## src/e1tom_pkg.sv

```systemverilog
// Purpose: Constants shared by the transmit overhead source selector.
// Assumes: One 8-bit select register and one status register on a plain port.
// Notes:   Frame and multiframe sizes are the E1 figures.
package e1tom_pkg;

  localparam int          ADDR_W        = 4;
  localparam logic [3:0]  ADDR_SELECT   = 4'h0;
  localparam logic [3:0]  ADDR_STATUS   = 4'h1;

  localparam logic [7:0]  SELECT_RESET  = 8'h00;
  localparam int          EBIT_SRC_HI   = 7;
  localparam int          EBIT_SRC_LO   = 6;
  localparam int          SYNC_SEL_BIT  = 4;
  localparam int          DL_SRC_HI     = 3;
  localparam int          DL_SRC_LO     = 2;
  localparam int          CRC_SRC_BIT   = 1;
  localparam int          FRAME_SRC_BIT = 0;

  localparam int          STAT_LOCK_BIT = 7;
  localparam int          STAT_OVFL_BIT = 6;

  localparam logic [1:0]  DL_SERIAL     = 2'h0;
  localparam logic [1:0]  DL_HDLC       = 2'h1;
  localparam logic [1:0]  DL_OVERHEAD   = 2'h2;
  localparam logic [1:0]  EBIT_INTERNAL = 2'h0;

  localparam logic [7:0]  ALIGN_WORD    = 8'h1B;
  localparam logic [5:0]  MF_ALIGN      = 6'h0B;
  localparam logic [3:0]  CRC_POLY      = 4'h3;

  localparam int          BUF_W         = 3;

  typedef enum logic [1:0] {
    E1TOM_FREE = 2'b00,
    E1TOM_WAIT = 2'b01,
    E1TOM_LOCK = 2'b11
  } e1tom_timing_e;

endpackage

```

## src/e1tom_buf_if.sv

```systemverilog
// Purpose: Carries outbound bit words into and out of the two-entry buffer.
// Assumes: Valid and ready handshake on both sides, one clock.
// Notes:   Word layout is bit value, frame start, multiframe start.
interface e1tom_buf_if #(parameter int W = 3);
  logic         inValid;
  logic         inReady;
  logic [W-1:0] inData;
  logic         outValid;
  logic         outReady;
  logic [W-1:0] outData;

  modport store (input inValid, input inData, input outReady,
                 output inReady, output outValid, output outData);
  modport user (output inValid, output inData, output outReady,
                input inReady, input outValid, input outData);
endinterface

```

## src/e1tom_tx_overhead_mux.sv

```systemverilog
// Purpose: Chooses frame timing and the source of every overhead bit in outbound E1 frames.
// Assumes: Serial clock, sync and data pins come from another clock and are sampled here.
// Notes:   One outbound word per rising serial clock edge, except while waiting for the first system sync, goes through a two-entry buffer.
module e1tom_tx_overhead_mux
  import e1tom_pkg::*;
(
  input  wire logic              core_clk,
  input  wire logic              rst,
  input  wire logic [ADDR_W-1:0] regAddr,
  input  wire logic [7:0]        regWrData,
  input  wire logic              regWr,
  input  wire logic              regRd,
  output logic      [7:0]        regRdData,
  input  wire logic              tx_serial_clock_pin,
  input  wire logic              tx_serial_data_pin,
  input  wire logic              tx_frame_sync_pin,
  input  wire logic              tx_multiframe_sync_pin,
  output logic                   frameSyncOut,
  output logic                   frameSyncOe,
  output logic                   mfSyncOut,
  output logic                   mfSyncOe,
  input  wire logic              crcMfEnable,
  input  wire logic              hdlcBit,
  input  wire logic              overheadBit,
  output logic                   txBitValid,
  output logic [BUF_W-1:0]       txBitWord,
  input  wire logic              txBitReady
);

  logic [7:0]    select_q;
  logic          overflow_q;
  logic [7:0]    rdData_q;
  logic [3:0]    pinA_q, pinB_q, pinC_q, pinS_q;
  logic          clkEdge;
  logic [7:0]    bitIdx_q, bitIdx_d;
  logic [3:0]    frameIdx_q, frameIdx_d;
  e1tom_timing_e timing_q;
  logic          active;
  logic          serBit, fSync, mfSync, sysTimed;
  logic          outBit;
  logic [3:0]    crc_q, crcSend_q;
  logic          pushValid_q;
  logic [BUF_W-1:0] pushData_q;
  logic          syncOe_q, fSyncOut_q, mfSyncOut_q;
  e1tom_buf_if #(.W(BUF_W)) bufBus ();

  function automatic logic [3:0] crcStep(input logic [3:0] c, input logic b);
    crcStep = {c[2:0], 1'b0} ^ ((b ^ c[3]) ? CRC_POLY : 4'h0);
  endfunction

  assign sysTimed = select_q[SYNC_SEL_BIT];
  assign serBit   = pinS_q[1];
  assign fSync    = pinS_q[2];
  assign mfSync   = pinS_q[3];

  // Register port: a write lands at once, read data stands one cycle later.
  always_ff @(posedge core_clk) begin
    if (rst) begin
      select_q <= SELECT_RESET;
    end else if (regWr && regAddr == ADDR_SELECT) begin
      select_q <= regWrData;
    end
  end

  always_ff @(posedge core_clk) begin
    if (rst) begin
      rdData_q <= 8'h00;
    end else if (regRd && regAddr == ADDR_SELECT) begin
      rdData_q <= select_q;
    end else if (regRd && regAddr == ADDR_STATUS) begin
      rdData_q <= {timing_q == E1TOM_LOCK, overflow_q, 2'h0, frameIdx_q};
    end else begin
      rdData_q <= 8'h00;
    end
  end
  assign regRdData = rdData_q;

  // A word arriving while the buffer is full is lost; the sticky flag tells software.
  // Writing one to the flag clears it, but a loss in the same cycle wins.
  always_ff @(posedge core_clk) begin
    if (rst) begin
      overflow_q <= 1'b0;
    end else if (pushValid_q && !bufBus.inReady) begin
      overflow_q <= 1'b1;
    end else if (regWr && regAddr == ADDR_STATUS && regWrData[STAT_OVFL_BIT]) begin
      overflow_q <= 1'b0;
    end
  end

  // Pins: three flops each, and a level counts once the last two agree.
  always_ff @(posedge core_clk) begin
    if (rst) begin
      pinA_q <= 4'h0;
      pinB_q <= 4'h0;
      pinC_q <= 4'h0;
      pinS_q <= 4'h0;
    end else begin
      pinA_q <= {tx_multiframe_sync_pin, tx_frame_sync_pin, tx_serial_data_pin,
                 tx_serial_clock_pin};
      pinB_q <= pinA_q;
      pinC_q <= pinB_q;
      pinS_q <= (pinB_q & ~(pinB_q ^ pinC_q)) | (pinS_q & (pinB_q ^ pinC_q));
    end
  end
  assign clkEdge = (pinB_q[0] == pinC_q[0]) && pinC_q[0] && !pinS_q[0];

  // Timing ownership: free running inside, or waiting for and locked to the system side.
  always_ff @(posedge core_clk) begin
    if (rst) begin
      timing_q <= E1TOM_FREE;
    end else begin
      case (timing_q)
        E1TOM_FREE: if (sysTimed) timing_q <= E1TOM_WAIT;
        E1TOM_WAIT: begin
          if (!sysTimed) begin
            timing_q <= E1TOM_FREE;
          end else if (clkEdge && fSync) begin
            timing_q <= E1TOM_LOCK;
          end
        end
        E1TOM_LOCK: if (!sysTimed) timing_q <= E1TOM_FREE;
        default:    timing_q <= E1TOM_FREE;
      endcase
    end
  end
  // Internal timing never waits, even while the state machine is still leaving WAIT.
  assign active = !sysTimed || (timing_q == E1TOM_LOCK) || (clkEdge && fSync);

  always_comb begin
    bitIdx_d   = bitIdx_q + 8'h01;
    frameIdx_d = (bitIdx_q == 8'hFF) ? frameIdx_q + 4'h1 : frameIdx_q;
    if (sysTimed && fSync) begin
      bitIdx_d = 8'h00;
      if (mfSync) begin
        frameIdx_d = 4'h0;
      end else if (bitIdx_q != 8'hFF) begin
        frameIdx_d = frameIdx_q + 4'h1;
      end
    end
  end

  always_ff @(posedge core_clk) begin
    if (rst) begin
      bitIdx_q   <= 8'hFF;
      frameIdx_q <= 4'hF;
    end else if (clkEdge && active) begin
      bitIdx_q   <= bitIdx_d;
      frameIdx_q <= frameIdx_d;
    end
  end

  // Overhead source selection for the bit in slot bitIdx_d of frame frameIdx_d.
  always_comb begin
    outBit = serBit;
    if (bitIdx_d[7:3] == 5'h00) begin
      if (!frameIdx_d[0]) begin
        if (bitIdx_d[2:0] == 3'h0) begin
          if (crcMfEnable) begin
            outBit = select_q[CRC_SRC_BIT] ? serBit : crcSend_q[~frameIdx_d[2:1]];
          end else begin
            outBit = select_q[FRAME_SRC_BIT] ? serBit : 1'b1;
          end
        end else begin
          outBit = select_q[FRAME_SRC_BIT] ? serBit : ALIGN_WORD[~bitIdx_d[2:0]];
        end
      end else if (bitIdx_d[2:0] == 3'h0) begin
        if (select_q[FRAME_SRC_BIT]) begin
          outBit = serBit;
        end else if (!crcMfEnable) begin
          outBit = 1'b1;
        end else if (frameIdx_d[3:1] < 3'h6) begin
          outBit = MF_ALIGN[3'h5 - frameIdx_d[3:1]];
        end else begin
          outBit = (select_q[EBIT_SRC_HI:EBIT_SRC_LO] == EBIT_INTERNAL) ? 1'b1 : serBit;
        end
      end else if (bitIdx_d[2:0] == 3'h1) begin
        outBit = select_q[FRAME_SRC_BIT] ? serBit : 1'b1;
      end else if (bitIdx_d[2:0] == 3'h2) begin
        outBit = select_q[FRAME_SRC_BIT] ? serBit : 1'b0;
      end else begin
        case (select_q[DL_SRC_HI:DL_SRC_LO])
          DL_HDLC:     outBit = hdlcBit;
          DL_OVERHEAD: outBit = overheadBit;
          default:     outBit = serBit;
        endcase
      end
    end
  end

  // CRC over each submultiframe with its own C-bit slots counted as zero.
  always_ff @(posedge core_clk) begin
    if (rst) begin
      crc_q     <= 4'h0;
      crcSend_q <= 4'h0;
    end else if (clkEdge && active) begin
      if (bitIdx_d == 8'h00 && frameIdx_d[2:0] == 3'h0) begin
        crcSend_q <= crc_q;
        crc_q     <= crcStep(4'h0, 1'b0);
      end else begin
        crc_q <= crcStep(crc_q, (bitIdx_d == 8'h00 && !frameIdx_d[0]) ? 1'b0 : outBit);
      end
    end
  end

  always_ff @(posedge core_clk) begin
    if (rst) begin
      pushValid_q <= 1'b0;
      pushData_q  <= '0;
    end else begin
      pushValid_q <= clkEdge && active;
      pushData_q  <= {outBit, bitIdx_d == 8'h00, bitIdx_d == 8'h00 && frameIdx_d == 4'h0};
    end
  end

  // Sync pins are driven only while the framer owns timing.
  always_ff @(posedge core_clk) begin
    if (rst) begin
      syncOe_q    <= 1'b1;
      fSyncOut_q  <= 1'b0;
      mfSyncOut_q <= 1'b0;
    end else begin
      syncOe_q    <= !sysTimed;
      fSyncOut_q  <= clkEdge && active && bitIdx_d == 8'h00;
      mfSyncOut_q <= clkEdge && active && bitIdx_d == 8'h00 && frameIdx_d == 4'h0;
    end
  end
  assign frameSyncOe  = syncOe_q;
  assign mfSyncOe     = syncOe_q;
  assign frameSyncOut = fSyncOut_q;
  assign mfSyncOut    = mfSyncOut_q;

  assign bufBus.inValid  = pushValid_q;
  assign bufBus.inData   = pushData_q;
  assign bufBus.outReady = txBitReady;
  assign txBitValid      = bufBus.outValid;
  assign txBitWord       = bufBus.outData;

  e1tom_two_entry_buf #(.W(BUF_W)) u_buf (
    .core_clk (core_clk),
    .rst      (rst),
    .bus      (bufBus)
  );
endmodule

```

## src/e1tom_two_entry_buf.sv

```systemverilog
// Purpose: Two-entry buffer whose head word comes straight from a flop; valid is decoded from the entry count.
// Assumes: Synchronous active-high reset.
// Notes:   Entry zero is always the head, so no read pointer is needed.
module e1tom_two_entry_buf
  import e1tom_pkg::*;
#(
  parameter int W = BUF_W
) (
  input wire logic    core_clk,
  input wire logic    rst,
  e1tom_buf_if.store  bus
);

  logic [W-1:0] mem_q [2];
  logic [1:0]   cnt_q;
  logic         pop;
  logic         push;

  assign bus.inReady  = (cnt_q != 2'h2);
  assign push         = bus.inValid && bus.inReady;
  assign pop          = (cnt_q != 2'h0) && bus.outReady;
  assign bus.outValid = (cnt_q != 2'h0);
  assign bus.outData  = mem_q[0];

  always_ff @(posedge core_clk) begin
    if (rst) begin
      cnt_q <= 2'h0;
    end else begin
      cnt_q <= cnt_q + {1'b0, push} - {1'b0, pop};
    end
  end

  always_ff @(posedge core_clk) begin
    if (pop) begin
      mem_q[0] <= (cnt_q == 2'h2) ? mem_q[1] : bus.inData;
    end else if (push && cnt_q == 2'h0) begin
      mem_q[0] <= bus.inData;
    end
    if (push && ((cnt_q == 2'h1 && !pop) || (cnt_q == 2'h2 && pop))) begin
      mem_q[1] <= bus.inData;
    end
  end
endmodule

```

## config.mk

```make
export PLATFORM = sky130hd
export DESIGN_NAME = e1tom_tx_overhead_mux
export DESIGN_NICKNAME = d
export VERILOG_FILES = /design/src/e1tom_pkg.sv /design/src/e1tom_buf_if.sv /design/src/e1tom_tx_overhead_mux.sv /design/src/e1tom_two_entry_buf.sv
export SDC_FILE = /design/constraint.sdc
export NUM_CORES = 1
export LEC_CHECK = 0
export BUFFER_PORTS_ARGS = -buffer_cell sky130_fd_sc_hd__buf_2
export CORE_ASPECT_RATIO = 2
export CORE_MARGIN = 3
export CORE_UTILIZATION = 62
export DETAILED_ROUTE_END_ITERATION = 16
export PLACE_DENSITY = 0.84
export SYNTH_ARGS = -nofsm -noshare
export SYNTH_HDL_FRONTEND = slang
export SYNTH_SLANG_ARGS = --single-unit
```

## constraint.sdc

```tcl
create_clock -name core_clk -period 5.8 [get_ports core_clk]
set_clock_uncertainty 0.15 [all_clocks]
set_input_delay 0.29 -clock core_clk [delete_from_list [all_inputs] [get_ports core_clk]]
set_output_delay 0.29 -clock core_clk [all_outputs]
set_load 0.02 [all_outputs]
```

==> results.md <==
- CTS Hold Bufs: 4
- Initial Utilization: 64.9%
- Syn Area/Cell: 9.54 sq um
- Initial antenna violation count: 0
- Seq/Total Area, Yosys: 45.5%
- Share of cells above drive strength 1: 19.4%
- Cell Area, Synth: 0.00321 sq mm
- Later-pin clock latency in the skew report: 0.35 ns
- Final RePlAce weighted congestion: 0.907
- Final Max Slew Viols: 0
- Fin crit share: 59.1%
- Max Clk Rate: 292 MHz
- # setup viols final: 0
- Place WS: 2.43 ns
- Flops & latches, synth: 70
- Outcome: complete, no violations
- GRT Overall Usage: 24.0%
- WS Path Type: register to register
- Dpl hpwl: 4.86 mm
- Crit start category: register
- Hold path cells: 3
- # fillers: 401
- Internal power: 0.800 mW
- Async SR Flop Fraction: 0%
- Maximum level of the CTS H-tree: 3
- Ys Warns: 0
- Count leader, synth: dfxtp_1
- Worst-path clk slew: 0.07 ns
- Pin count of the biggest net entering global routing: 54
- Via density: 5.92
- Slew HR: 39.6%
- Die width: 56.9 um
- R2R setup slack: 2.37 ns
- Buffers on Ports: 39
- Synth top cells by count: 64 x dfxtp_1, 38 x nor2_1, 19 x mux2i_1, 17 x nand2_1, 16 x nor2b_1
- Leakage Power: 1.48 nW
- Maximum VDD drop: 0.269 mV
- Synth Net Count: 370
- R2r startpoint: bitIdx_q[0]$_SDFFE_PP1P_
- Psw: 0.245 mW
- Unrepaired setup endpoints after global routing: no
- Pwr Density: 287 mW/mm^2
- Worst hold endpoint: select_q[5]$_SDFFE_PP0P_
- Register share of total power: 49.0%
- Largest cells by area after synthesis: dfxtp_1 40%, mux2i_1 5.9%, edfxtp_1 5.6%
- ANT nets after route: 0
- Hold_sp: regWrData[5]
- N_diodes: 0
- Reg-to-reg endpoint: crc_q[1]$_SDFFE_PP0P_
- Clock Power Share: 40.3%
- TritonCTS clock tree: yes
- TritonCTS buffer count: 9
- Die area: 0.00614 sq mm
- Crit-path cells: ha_1 -> and3_1 -> a211oi_1 -> a211oi_2 -> nand2_1 -> inv_1 -> ha_1 -> nor3b_1 -> o21a_1 -> o21ai_0 -> a31oi_1 -> a211oi_2 -> xnor2_1 -> a22o_1
- Main flop type after synthesis: dfxtp_1
- Comb pwr share: 10.6%
- Critical path origin: bitIdx_q[0]$_SDFFE_PP1P_
- Fin nets: 405
- Sw Ratio: 23.4%
- EDFF count, synth: 6
- P&R area growth vs syn: 13.2%
- Syn Inst Count: 337
- Min Tclk post-route: 3.43 ns
- Final routed DRC violation total: 0
- Post-cts sizing count: 0
- Crit path buf inv count: 1
- CP arrival: 3.52 ns
- Final Hold Viols: 0
- Top cell type's share of synthesized area: 39.9%
- CTS max path bufs: 2
- First DRT Iteration DRCs: 80
- CP max stage cell: dfxtp_1
- Clock Sinks: 70
- CTS Root Cell: clkbuf_8
- Vias in the first global route: 2541
- Routed len/inst: 15.5 um
- FP Rows: 36
- Core area: 0.00495 sq mm
- Delay-heaviest family, CP: compound AO/OA/AOI/OAI gates
- Drt pass-1 iters: 4
- Synth cell types: 56
- Grt ovf: 0
- Worst-case reg-to-reg path depth: 14
- Worst min-delay path class: input port to register
- CP peak stage delay: 0.51 ns
- Crit path max fanout: 11
- Max-Cap Viols: 0
- Final TNS setup: 0 ns
- Req. time, crit path: 5.90 ns
- Via count: 2568
- Leading area contributor after synthesis: dfxtp_1
- I/O pin cnt: 40
- Post-CTS Setup Inserts: 0
- First-pass GRT wire length: 11.2 mm
- Chip height: 108 um
- Post-Route WL: 6.74 mm
- Least-Margin Pin Slew: 0.903 ns
- Crit end category: register
- Final worst setup slack: 2.37 ns
[per-layer routing]
metal	global-route usage, %	vias up	wire, um
met5	0	-	0
met4	15.8	0	310
met3	5.88	24	329
met2	43.3	80	3620
met1	23.2	1199	2480
li1	-	1265	-
[state kept, by name (all words and copies together), names as in the netlist, named ones only]
| register | flops |
|---|---|
| u_buf.mem_q | 6 |
| timing_q | 2 |
| crcSend_q | 4 |
| crc_q | 4 |
| regRdData | 8 |
| bitIdx_q | 8 |
| select_q | 8 |
| bufBus.inData | 3 |
| pinB_q | 4 |
| frameSyncOe | 1 |
| mfSyncOut | 1 |
| overflow_q | 1 |
| bufBus.inValid | 1 |
| frameIdx_q | 4 |
| pinC_q | 4 |
| frameSyncOut | 1 |
| pinA_q | 4 |
| u_buf.cnt_q | 2 |
[cells in the final DEF (no fill, tap or decap), drive strengths merged, types with 9 or more instances in the layout]
cell type and count:
dfxtp 64, a211o 11, nand3 11, o21ai 11, buf 40, nand2 18
ha 9, nor2b 16, a21oi 12, mux2i 19, inv 14, nor2 39
clkbuf 14
[worst reg2reg max path, delay by kind of cell, from the launching register on]
kind,cells,cell delay (ns)
AOI/OAI and AO/OA,7,1.40
and+or+nand+nor,3,0.58
DFF,1,0.51
adders and majority gates,2,0.49
xor gates and xnor gates,1,0.12
buffers and inverters,1,0.09
[how the worst max path moves through the flow]
stage                     cells after the start  slack (ns)               endpoint
final                                        14        2.37  crc_q[1]$_SDFFE_PP0P_
after global routing                         12        2.18  crc_q[1]$_SDFFE_PP0P_
after CTS                                    14        2.39  crc_q[1]$_SDFFE_PP0P_
after floorplan                              15        2.94  crc_q[0]$_SDFFE_PP0P_
after global placement                       14        2.57  crc_q[1]$_SDFFE_PP0P_
after detailed placement                     14        2.43  crc_q[1]$_SDFFE_PP0P_
[cells by family after synthesis]
family | after synthesis | share of synthesized area [%]
AO/OA/AOI/OAI | 70 | 16.6
XOR/XNOR | 7 | 2.14
adder cells (fa/ha/maj) | 9 | 3.50
buffers and inverters | 34 | 5.10
flip-flops | 70 | 45.5
multiplexers | 23 | 7.32
AND/OR/NAND/NOR | 124 | 19.9
[through the flow]
step	area, sq um	hold slack, ns	power [mW]	std cells	utilization, %
floorplan	3210	0.254	0.604	337	-
global placement	3380	0.262	0.626	414	68.2
detailed placement	3380	0.268	0.631	414	68.2
CTS	3640	0.0127	1.05	434	73.4
global route	3640	0.0286	1.09	434	73.4
finish	3640	0.0264	1.04	434	73.4
[cell type report]
type	instances	area [sq um]	share of cell area, %
Timing Repair Buffer	44	243	6.67
Clock buffer	14	183	5.02
Inverter	14	52.6	1.44
Tap cell	57	71.3	1.96
Multi-Input combinational cell	233	1590	43.7
Clock inverter	2	37.5	1.03
Sequential cell	70	1460	40.2
[power groups by stage]
stage / Clock (mW) / Sequential, mW / Combinational, mW
after floorplan: 0 / 0.521 / 0.0831
after global placement: 0 / 0.522 / 0.103
after detailed placement: 0 / 0.523 / 0.108
after CTS: 0.429 / 0.512 / 0.112
after global routing: 0.453 / 0.514 / 0.124
final: 0.421 / 0.512 / 0.111
Note: power is estimated with default switching activity, not from simulation.
